**src/hdl/seg_context_defines.svh**
```systemverilog
// Function
// RULE_01: abr suspend flag halts transmission; resets zero
// RULE_02: two-bit drop select picks one of four
// RULE_03: fetch starts at buffer offset in buffer
// RULE_04: enable bit ors modifier into event bits 8-7
// RULE_05: modifier only for buffer-address events
// RULE_06: entry point loaded into both instruction pointers
// RULE_07: entry point selects generated cell type
// RULE_08: first four header bytes from stored header
// RULE_09: segmentation pointer set when frame queued
// RULE_10: running crc kept and updated per word
// RULE_11: eight-bit count of words sent
// RULE_12: software sets words per packet block size
// RULE_13: eight-bit current transport packet index
// RULE_14: packets per frame concatenated into aal5 frame
// RULE_15: counters only initialised by software, then hardware; code has no software write, zeroes them on the start write
// RULE_16: sixteen-bit explicit rate register for abr
// RULE_17: block count wraps, advancing packet index
// RULE_18: index reaching packets per frame closes frame
`ifndef SEG_CONTEXT_DEFINES_SVH
`define SEG_CONTEXT_DEFINES_SVH

`define SEG_REG_CTRL       6'h00
`define SEG_REG_OFFSET     6'h01
`define SEG_REG_ENTRY      6'h02
`define SEG_REG_HEADER     6'h03
`define SEG_REG_POINTER    6'h04
`define SEG_REG_CRC        6'h05
`define SEG_REG_BLOCK      6'h06
`define SEG_REG_RATE       6'h07
`define SEG_REG_IRQ_STAT   6'h08
`define SEG_REG_IRQ_CLR    6'h09
`define SEG_REG_IRQ_EN     6'h0A
`define SEG_REG_EVENT      6'h0B

`define SEG_CTRL_SUSPEND   0
`define SEG_CTRL_DROP_LO   1
`define SEG_CTRL_DROP_HI   2
`define SEG_CTRL_ABR       3
`define SEG_CTRL_MOD_EN    4
`define SEG_CTRL_ADDR_EVT  5
`define SEG_CTRL_START     6

`define SEG_EVT_MOD_LO     7
`define SEG_EVT_MOD_HI     8

`define SEG_IRQ_CELL       0
`define SEG_IRQ_FRAME      1
`define SEG_IRQ_PACKET     2
`define SEG_IRQ_BITS       3

`define SEG_CRC_POLY       32'h04C1_1DB7
`define SEG_CRC_INIT       32'hFFFF_FFFF
`define SEG_WORD_BYTES     32'h0000_0004
`define SEG_CELL_WORDS     4'hC
`define SEG_ZERO32         32'h0000_0000

`endif

```
**src/hdl/seg_context_pkg.sv**
```systemverilog
package seg_context_pkg;

	typedef enum logic [1:0]
	{
		ST_IDLE    = 2'b00,
		ST_HEADER  = 2'b01,
		ST_PAYLOAD = 2'b10,
		ST_TRAILER = 2'b11
	} seg_state_e;

endpackage

```
**src/hdl/seg_crc_word.sv**
```systemverilog
`timescale 1ns/1ps
`default_nettype none
`include "seg_context_defines.svh"

module seg_crc_word
(
	input  wire logic [31:0] i_crc,
	input  wire logic [31:0] i_data,
	output logic      [31:0] o_crc
);

	// msb-first serial crc unrolled over one word
	function automatic logic [31:0] crc_step(input logic [31:0] crc, input logic [31:0] data);
		logic [31:0] c;
		c = crc;
		for (int i = 31; i >= 0; i--)
		begin
			if (c[31] ^ data[i])
				c = {c[30:0], 1'b0} ^ `SEG_CRC_POLY;
			else
				c = {c[30:0], 1'b0};
		end
		return c;
	endfunction

	always_comb
	begin
		o_crc = crc_step(i_crc, i_data);
	end

endmodule
`default_nettype wire

```
**src/hdl/atm_segmentation_context.sv**
```systemverilog
// Our own choices: the register offsets and the AHB-Lite slave port.
`timescale 1ns/1ps
`default_nettype none
`include "seg_context_defines.svh"

module atm_segmentation_context
#(
	parameter int CNT_W = 8,
	parameter int OFS_W = 16
)
(
	input  wire logic             i_mclk,
	input  wire logic             i_reset_n,
	input  wire logic             i_hsel,
	input  wire logic [31:0]      i_haddr,
	input  wire logic [1:0]       i_htrans,
	input  wire logic             i_hwrite,
	input  wire logic [2:0]       i_hsize,
	input  wire logic [31:0]      i_hwdata,
	input  wire logic             i_hready,
	output logic      [31:0]      o_hrdata,
	output logic                  o_hreadyout,
	output logic                  o_hresp,
	input  wire logic             i_cell_opportunity,
	input  wire logic [31:0]      i_descriptor_addr,
	output logic                  o_fetch_req,
	output logic      [31:0]      o_fetch_addr,
	input  wire logic             i_fetch_valid,
	input  wire logic [31:0]      i_fetch_data,
	output logic                  o_cell_start,
	output logic      [31:0]      o_cell_header,
	output logic      [3:0]       o_update_ip,
	output logic      [3:0]       o_cellgen_ip,
	output logic      [3:0]       o_drop,
	output logic                  o_word_valid,
	output logic      [31:0]      o_word_data,
	output logic                  o_word_last,
	output logic                  o_tx_event_valid,
	output logic      [31:0]      o_tx_event,
	output logic                  o_irq
);

	// software-written context
	logic                         conn_suspend;
	logic [1:0]                   drop_select;
	logic                         abr_mode;
	logic                         segmentation_buffer_control;
	logic                         address_events;
	logic [OFS_W-1:0]             buffer_offset;
	logic [1:0]                   event_modifier;
	logic [3:0]                   entry_point;
	logic [31:0]                  cell_header_bytes;
	logic [31:0]                  buffer_base;
	logic [CNT_W-1:0]             fixed_block_size;
	logic [CNT_W-1:0]             packets_per_frame;
	logic [15:0]                  explicit_rate;
	logic [`SEG_IRQ_BITS-1:0]     irq_enable;

	// hardware-owned context
	seg_context_pkg::seg_state_e  state;
	logic [31:0]                  seg_pointer;
	logic [31:0]                  current_crc;
	logic [31:0]                  next_crc;
	logic [CNT_W-1:0]             block_count;
	logic [CNT_W-1:0]             packet_index;
	logic [3:0]                   word_count;
	logic                         frame_active;
	logic                         frame_end;
	logic [`SEG_IRQ_BITS-1:0]     irq_status;
	logic [`SEG_IRQ_BITS-1:0]     irq_set;

	// bus slave
	logic                         wr_pending;
	logic [5:0]                   wr_index;
	logic                         bus_req;
	logic                         wr_now;
	logic                         start_req;

	// word-step decodes
	logic                         word_take;
	logic                         block_hit;
	logic                         packet_hit;
	logic                         cell_done;

	function automatic logic reg_hit(input logic [5:0] idx, input logic [5:0] target);
		return idx == target;
	endfunction

	assign bus_req     = i_hsel & i_htrans[1] & i_hready;
	assign wr_now      = wr_pending;
	assign o_hreadyout = 1'b1;
	assign o_hresp     = 1'b0;
	// a start while a frame is still running is ignored, not queued
	assign start_req   = wr_now & reg_hit(wr_index, `SEG_REG_CTRL) & i_hwdata[`SEG_CTRL_START] & ~frame_active;

	assign word_take   = (state == seg_context_pkg::ST_PAYLOAD) & i_fetch_valid;
	assign block_hit   = (block_count + CNT_W'(1)) == fixed_block_size; // RULE_12
	assign packet_hit  = (packet_index + CNT_W'(1)) == packets_per_frame;
	assign cell_done   = word_take & (word_count == `SEG_CELL_WORDS - 4'h1);
	assign o_fetch_req = state == seg_context_pkg::ST_PAYLOAD;

	seg_crc_word u_crc
	(
		.i_crc  (current_crc),
		.i_data (i_fetch_data),
		.o_crc  (next_crc)
	);

	always_ff @(posedge i_mclk or negedge i_reset_n)
	begin
		if (!i_reset_n)
		begin
			wr_pending <= 1'b0;
			wr_index   <= 6'h00;
		end
		else
		begin
			wr_pending <= bus_req & i_hwrite;
			if (bus_req)
				wr_index <= i_haddr[7:2];
		end
	end

	always_ff @(posedge i_mclk or negedge i_reset_n)
	begin
		if (!i_reset_n)
			o_hrdata <= `SEG_ZERO32;
		else if (bus_req & ~i_hwrite)
		begin
			unique case (i_haddr[7:2])
				`SEG_REG_CTRL:     o_hrdata <= {25'h000_0000, frame_active, address_events,
				                                segmentation_buffer_control, abr_mode, drop_select, conn_suspend};
				`SEG_REG_OFFSET:   o_hrdata <= 32'(buffer_offset);
				`SEG_REG_ENTRY:    o_hrdata <= {24'h00_0000, entry_point, 2'b00, event_modifier};
				`SEG_REG_HEADER:   o_hrdata <= cell_header_bytes;
				`SEG_REG_POINTER:  o_hrdata <= seg_pointer;
				`SEG_REG_CRC:      o_hrdata <= current_crc;
				`SEG_REG_BLOCK:    o_hrdata <= {packet_index, block_count, packets_per_frame, fixed_block_size};
				`SEG_REG_RATE:     o_hrdata <= {16'h0000, explicit_rate};
				`SEG_REG_IRQ_STAT: o_hrdata <= 32'(irq_status);
				`SEG_REG_IRQ_EN:   o_hrdata <= 32'(irq_enable);
				`SEG_REG_EVENT:    o_hrdata <= o_tx_event;
				default:           o_hrdata <= `SEG_ZERO32;
			endcase
		end
	end

	always_ff @(posedge i_mclk or negedge i_reset_n)
	begin
		if (!i_reset_n)
		begin
			conn_suspend                <= 1'b0; // RULE_01
			drop_select                 <= 2'b00;
			abr_mode                    <= 1'b0;
			segmentation_buffer_control <= 1'b0;
			address_events              <= 1'b0;
			buffer_offset               <= '0;
			event_modifier              <= 2'b00;
			entry_point                 <= 4'h0;
			cell_header_bytes           <= `SEG_ZERO32;
			fixed_block_size            <= '0;
			packets_per_frame           <= '0;
			explicit_rate               <= 16'h0000;
			irq_enable                  <= '0;
		end
		else if (wr_now)
		begin
			if (reg_hit(wr_index, `SEG_REG_CTRL))
			begin
				conn_suspend                <= i_hwdata[`SEG_CTRL_SUSPEND];
				drop_select                 <= i_hwdata[`SEG_CTRL_DROP_HI:`SEG_CTRL_DROP_LO]; // RULE_02
				abr_mode                    <= i_hwdata[`SEG_CTRL_ABR];
				segmentation_buffer_control <= i_hwdata[`SEG_CTRL_MOD_EN];
				address_events              <= i_hwdata[`SEG_CTRL_ADDR_EVT];
			end
			if (reg_hit(wr_index, `SEG_REG_OFFSET))
				buffer_offset <= i_hwdata[OFS_W-1:0];
			if (reg_hit(wr_index, `SEG_REG_ENTRY))
			begin
				event_modifier <= i_hwdata[1:0];
				entry_point    <= i_hwdata[7:4];
			end
			if (reg_hit(wr_index, `SEG_REG_HEADER))
				cell_header_bytes <= i_hwdata;
			if (reg_hit(wr_index, `SEG_REG_BLOCK))
			begin
				fixed_block_size  <= i_hwdata[CNT_W-1:0];
				packets_per_frame <= i_hwdata[2*CNT_W-1:CNT_W];
			end
			if (reg_hit(wr_index, `SEG_REG_RATE))
				explicit_rate <= i_hwdata[15:0]; // RULE_16
			if (reg_hit(wr_index, `SEG_REG_IRQ_EN))
				irq_enable <= i_hwdata[`SEG_IRQ_BITS-1:0];
		end
	end

	// buffer base is written by software; the pointer register shows the live pointer
	always_ff @(posedge i_mclk or negedge i_reset_n)
	begin
		if (!i_reset_n)
			buffer_base <= `SEG_ZERO32;
		else if (wr_now & reg_hit(wr_index, `SEG_REG_POINTER) & ~frame_active)
			buffer_base <= i_hwdata;
	end

	always_ff @(posedge i_mclk or negedge i_reset_n)
	begin
		if (!i_reset_n)
		begin
			state      <= seg_context_pkg::ST_IDLE;
			word_count <= 4'h0;
		end
		else
		begin
			unique case (state)
				seg_context_pkg::ST_IDLE:
				begin
					word_count <= 4'h0;
					if (i_cell_opportunity & frame_active & ~(abr_mode & conn_suspend)) // RULE_01
						state <= seg_context_pkg::ST_HEADER;
				end
				seg_context_pkg::ST_HEADER:
					state <= seg_context_pkg::ST_PAYLOAD;
				seg_context_pkg::ST_PAYLOAD:
				begin
					if (word_take)
						word_count <= word_count + 4'h1;
					if (cell_done)
						state <= (frame_end | (block_hit & packet_hit)) ? seg_context_pkg::ST_TRAILER
						                                                 : seg_context_pkg::ST_IDLE;
				end
				seg_context_pkg::ST_TRAILER:
					state <= seg_context_pkg::ST_IDLE;
			endcase
		end
	end

	always_ff @(posedge i_mclk or negedge i_reset_n)
	begin
		if (!i_reset_n)
		begin
			seg_pointer  <= `SEG_ZERO32;
			current_crc  <= `SEG_CRC_INIT;
			block_count  <= '0;
			packet_index <= '0;
			frame_active <= 1'b0;
			frame_end    <= 1'b0;
		end
		else if (start_req)
		begin
			seg_pointer  <= buffer_base + 32'(buffer_offset); // RULE_03 RULE_09
			current_crc  <= `SEG_CRC_INIT;
			block_count  <= '0; // RULE_15
			packet_index <= '0;
			frame_active <= 1'b1;
			frame_end    <= 1'b0;
		end
		else if (word_take)
		begin
			seg_pointer <= seg_pointer + `SEG_WORD_BYTES;
			current_crc <= next_crc; // RULE_10
			if (block_hit)
			begin
				block_count <= '0; // RULE_17
				if (packet_hit)
				begin
					packet_index <= '0; // RULE_18
					frame_end    <= 1'b1; // RULE_14
				end
				else
					packet_index <= packet_index + CNT_W'(1); // RULE_13
			end
			else
				block_count <= block_count + CNT_W'(1); // RULE_11
		end
		else if (state == seg_context_pkg::ST_TRAILER)
		begin
			current_crc  <= `SEG_CRC_INIT;
			frame_active <= 1'b0;
			frame_end    <= 1'b0;
		end
	end

	// cell side outputs, all registered
	always_ff @(posedge i_mclk or negedge i_reset_n)
	begin
		if (!i_reset_n)
		begin
			o_cell_start  <= 1'b0;
			o_cell_header <= `SEG_ZERO32;
			o_update_ip   <= 4'h0;
			o_cellgen_ip  <= 4'h0;
			o_drop        <= 4'h0;
			o_word_valid  <= 1'b0;
			o_word_data   <= `SEG_ZERO32;
			o_word_last   <= 1'b0;
		end
		else
		begin
			o_cell_start <= state == seg_context_pkg::ST_HEADER;
			o_word_valid <= word_take | (state == seg_context_pkg::ST_TRAILER);
			o_word_last  <= state == seg_context_pkg::ST_TRAILER;
			if (state == seg_context_pkg::ST_HEADER)
			begin
				o_cell_header <= cell_header_bytes; // RULE_08
				o_update_ip   <= entry_point; // RULE_06 RULE_07
				o_cellgen_ip  <= entry_point; // RULE_06
				o_drop        <= 4'h1 << drop_select; // RULE_02
			end
			if (word_take)
				o_word_data <= i_fetch_data;
			else if (state == seg_context_pkg::ST_TRAILER)
				o_word_data <= ~current_crc;
		end
	end

	// o_fetch_addr is a flop copy-free view of the pointer
	assign o_fetch_addr = seg_pointer;

	always_ff @(posedge i_mclk or negedge i_reset_n)
	begin
		if (!i_reset_n)
		begin
			o_tx_event_valid <= 1'b0;
			o_tx_event       <= `SEG_ZERO32;
		end
		else
		begin
			o_tx_event_valid <= state == seg_context_pkg::ST_TRAILER;
			if (state == seg_context_pkg::ST_TRAILER)
			begin
				if (!address_events)
					o_tx_event <= i_descriptor_addr; // RULE_05
				else if (segmentation_buffer_control)
					o_tx_event <= buffer_base
					            | {23'h00_0000, event_modifier, 7'h00}; // RULE_04
				else
					o_tx_event <= buffer_base;
			end
		end
	end

	always_comb
	begin
		irq_set                  = '0;
		irq_set[`SEG_IRQ_CELL]   = cell_done;
		irq_set[`SEG_IRQ_FRAME]  = state == seg_context_pkg::ST_TRAILER;
		irq_set[`SEG_IRQ_PACKET] = word_take & block_hit;
	end

	// a set in the clearing cycle wins, so no event is lost
	always_ff @(posedge i_mclk or negedge i_reset_n)
	begin
		if (!i_reset_n)
			irq_status <= '0;
		else if (wr_now & reg_hit(wr_index, `SEG_REG_IRQ_CLR))
			irq_status <= (irq_status & ~i_hwdata[`SEG_IRQ_BITS-1:0]) | irq_set;
		else
			irq_status <= irq_status | irq_set;
	end

	always_ff @(posedge i_mclk or negedge i_reset_n)
	begin
		if (!i_reset_n)
			o_irq <= 1'b0;
		else
			o_irq <= |(irq_status & irq_enable);
	end

endmodule
`default_nettype wire

```
**config.mk**
```make
export PLATFORM = sky130hd
export DESIGN_NAME = atm_segmentation_context
export DESIGN_NICKNAME = d
export VERILOG_FILES = /design/src/hdl/seg_context_pkg.sv /design/src/hdl/seg_crc_word.sv /design/src/hdl/atm_segmentation_context.sv
export VERILOG_INCLUDE_DIRS = /design/src /design/src/hdl
export SDC_FILE = /design/constraint.sdc
export NUM_CORES = 1
export LEC_CHECK = 0
export BUFFER_PORTS_ARGS = -buffer_cell sky130_fd_sc_hd__buf_2
export CORE_AREA = 5 5 193 195
export DETAILED_ROUTE_END_ITERATION = 16
export DIE_AREA = 0 0 198 200
export PLACE_DENSITY = 0.81
export SLEW_MARGIN = 40
export SYNTH_ARGS = -nofsm -noshare
export SYNTH_HDL_FRONTEND = slang
export SYNTH_SLANG_ARGS = --single-unit
export TNS_END_PERCENT = 50
```
**constraint.sdc**
```tcl
create_clock -name i_mclk -period 5.1 [get_ports i_mclk]
set_input_delay 0.255 -clock i_mclk [delete_from_list [all_inputs] [get_ports i_mclk]]
set_output_delay 0.255 -clock i_mclk [all_outputs]
set_load 0.01 [all_outputs]
```
==> out/qor.yml <==
global_routing:
  grt_pass1_wl_mm: 95.97
  antenna_found_initial: 0
  grt_max_degree: 102
  overflow: 0
  grt_pass1_vias: 16590
  grt.total_usage: 0.3115
synthesis:
  synth_top_flop_cell: "dfrtp_1"
  syn_inst: 1832
  syn_nets: 1993
  netlist.area_leader.share: 0.4145
  synth_common_cells: "333 x dfrtp_1, 248 x xnor2_1, 172 x mux2_2"
  netlist_area_um2: 20110
  synth_sequential_area_ratio: 0.4563
  ys_seq_elements: 365
  avgSynthCellArea_um2: 10.97
  ys_async_sr_fraction: 1.000
  synth.most_common_cell: "dfrtp_1"
  synth_area_leaders: "dfrtp_1 41%, xnor2_1 11%, mux2_2 9.6%, dfstp_2 4.2%, xor2_1 3.2%"
  yosys.area.top_type: "dfrtp_1"
  ys_warn_count: 0
  synth_edf_count: 0
  synth.distinct_cells: 58
timing:
  max_freq_mhz: 227.8
  tightest_slew_ns: 0.8421
  fin_ws_ns: 0.7102
  max_slew_margin: 0.4380
  skew_ns: 0.02224
  slew_viol_final: 0
  setup_viol: 0
  hold_violations: 0
  rsz0062_at_grt: "no"
  period_share: 0.8607
  setup_tns_ns: 0
  min_period_ns: 4.390
setup_path:
  startpoint_type: "register"
  required_ns: 5.56
  worst-path-max-fanout: 6
  reg2reg_from: "current_crc[24]$_DFFE_PN1P_"
  reg2reg_to: "current_crc[8]$_DFFE_PN1P_"
  timing_worst_setup_path_type: "register to register"
  r2r_cells: 14
  cp.arrival_ns: 4.85
  reg2reg_slack_ns: 0.71
  end_kind: "register"
finish:
  fin_nets: 2325
  multi_input_area_um2: 10540
  fill_cells: 2542
  syn_to_final_growth_pct: 20.10
  seq_area_um2: 9178
  utilization: 0.6855
  n_antenna_cell: 0
  final_cells: 2653
  drive_gt1_frac: 0.2988
hold_path:
  hold_path_class: "input pin to register"
  holdPathEnd: "o_tx_event[8]$_DFFE_PN0P_"
  min_from: "i_descriptor_addr[8]"
  holdPathStages: 3
detailed_routing:
  met2_length_mm: 29.37
  dr_wl_met3_mm: 5.040
  ant_nets: 0
  first_pass_iters: 5
  wire_per_inst_um: 23.45
  wl_met1_mm: 24.89
  vias: 15917
  drtIter0Drc: 1293
  drt_wl_total_mm: 62.20
  drc: 0
  routed_via_density: 6.000
  top_layer: "met4"
clock_tree:
  post_cts_buffers: 0
  clk_path_buf_depth: 3
  cts_tree: "done"
  clk_latency_ns: 0.56
  clkSinkCount: 365
  cts_hold_buf: 63
  numCtsBuffers: 40
  cts_resized: 0
  cts_htree_levels: 2
  root_buffer: "clkbuf_16"
  clk_pin_slew_ns: 0.06
placement:
  placed_cells: 2520
  gp_congestion: 0.9528
  portBuffers: 287
  pre_cts_ws_ns: 0.7685
  hpwl_mm: 44.46
floorplanning:
  start_util: 0.5708
  die_h_um: 200
  rows: 69
  dieWidth_um: 198
  io_pins: 320
  dieArea_um2: 39600
  core_um2: 35220
run:
  cap_violations: 0
run_status:
  status: "finished clean"
logic make-up after synthesis:
| logic type | after synthesis | share of synthesized area |
|---|---|---|
| compound gates | 314 | 0.09889 |
| xor+xnor | 360 | 0.1775 |
| fa+ha+maj | 21 | 0.01344 |
| buf+inv | 112 | 0.02222 |
| flops | 365 | 0.4563 |
| mux | 242 | 0.1405 |
| other cells | 2 | 0.0003735 |
| simple gates | 416 | 0.09080 |
metal layers:
layer / up-vias / GRT usage
met2: 776 / 0.5011
met1: 7908 / 0.4165
met3: 177 / 0.06227
li1: 7056 / -
met4: 0 / 0.1339
met5: - / 0
through the flow:
stage,cell area [um^2],hold WS [ns]
after global routing,24150,0.02475
final,24150,0.01471
after global placement,22040,0.3811
after CTS,24140,0.001836
after detailed placement,22110,0.2313
after floorplan,20110,-0.04059
area by class of cell:
| class | count | area share |
|---|---|---|
| clock buffers | 58 | 0.04886 |
| clock inverters | 12 | 0.008964 |
| inverters | 16 | 0.002487 |
| multi-input cells | 1355 | 0.4363 |
| flip-flops and latches | 365 | 0.3801 |
| well taps | 461 | 0.02389 |
| repair buffers | 386 | 0.09938 |
how the worst max path moves through the flow:
stage,start,end,slack [ns],depth (start not counted)
4_1_cts,current_crc[26]$_DFFE_PN1P_,current_crc[8]$_DFFE_PN1P_,0.72,14
3_5_place_dp,current_crc[26]$_DFFE_PN1P_,current_crc[8]$_DFFE_PN1P_,0.77,14
3_3_place_gp,current_crc[26]$_DFFE_PN1P_,current_crc[8]$_DFFE_PN1P_,0.78,14
2_1_floorplan,current_crc[30]$_DFFE_PN1P_,current_crc[8]$_DFFE_PN1P_,1.20,13
5_1_grt,current_crc[24]$_DFFE_PN1P_,current_crc[8]$_DFFE_PN1P_,0.54,14
6_report,current_crc[24]$_DFFE_PN1P_,current_crc[8]$_DFFE_PN1P_,0.71,14
worst max-delay path: stages (launching register included):
cell and delay, ns:
dfstp_2 0.60, xor2_1 0.62, xor2_1 0.42, xnor2_1 0.18
xnor2_2 0.36, xnor2_1 0.27, xnor2_1 0.16, xnor2_1 0.16
buf_4 0.18, xnor2_2 0.46, xnor2_2 0.20, xnor2_2 0.26
xnor2_2 0.16, xor2_1 0.17, a21oi_1 0.09
layout by cell type (no fill, tap or decap), types with 5 or more instances in the layout:
master / instances
dfrtp_1: 332
buf_2: 286
xnor2_1: 248
mux2_2: 172
nor2_1: 151
nand2_1: 135
a21oi_1: 103
o21ai_0: 98
xor2_1: 74
dlygate4sd3_1: 63
mux2i_1: 55
clkbuf_16: 41
nand3_1: 34
a221o_1: 32
dfstp_2: 32
buf_4: 31
a221oi_1: 28
ha_1: 20
and3_1: 19
nor3_1: 17
inv_1: 16
xnor2_2: 16
mux4_2: 15
a22o_1: 14
nand4_1: 10
xor2_2: 9
clkbuf_8: 9
nand2b_1: 8
o21bai_1: 8
clkbuf_1: 8
nor3b_1: 6
a21o_1: 6
xnor2_4: 6
bufinv_16: 6
and2_1: 5
flip-flops by register name (all words and copies together) (netlist names), 32 cells and up:
signal	cells
buffer_base	32
cell_header_bytes	32
current_crc	32
o_cell_header	32
o_fetch_addr	32
o_hrdata	32
o_tx_event	32
o_word_data	32
Power is left out: the tool's default activity adds up to more than one toggle a clock period on the data nets, which glitch-free logic cannot reach.
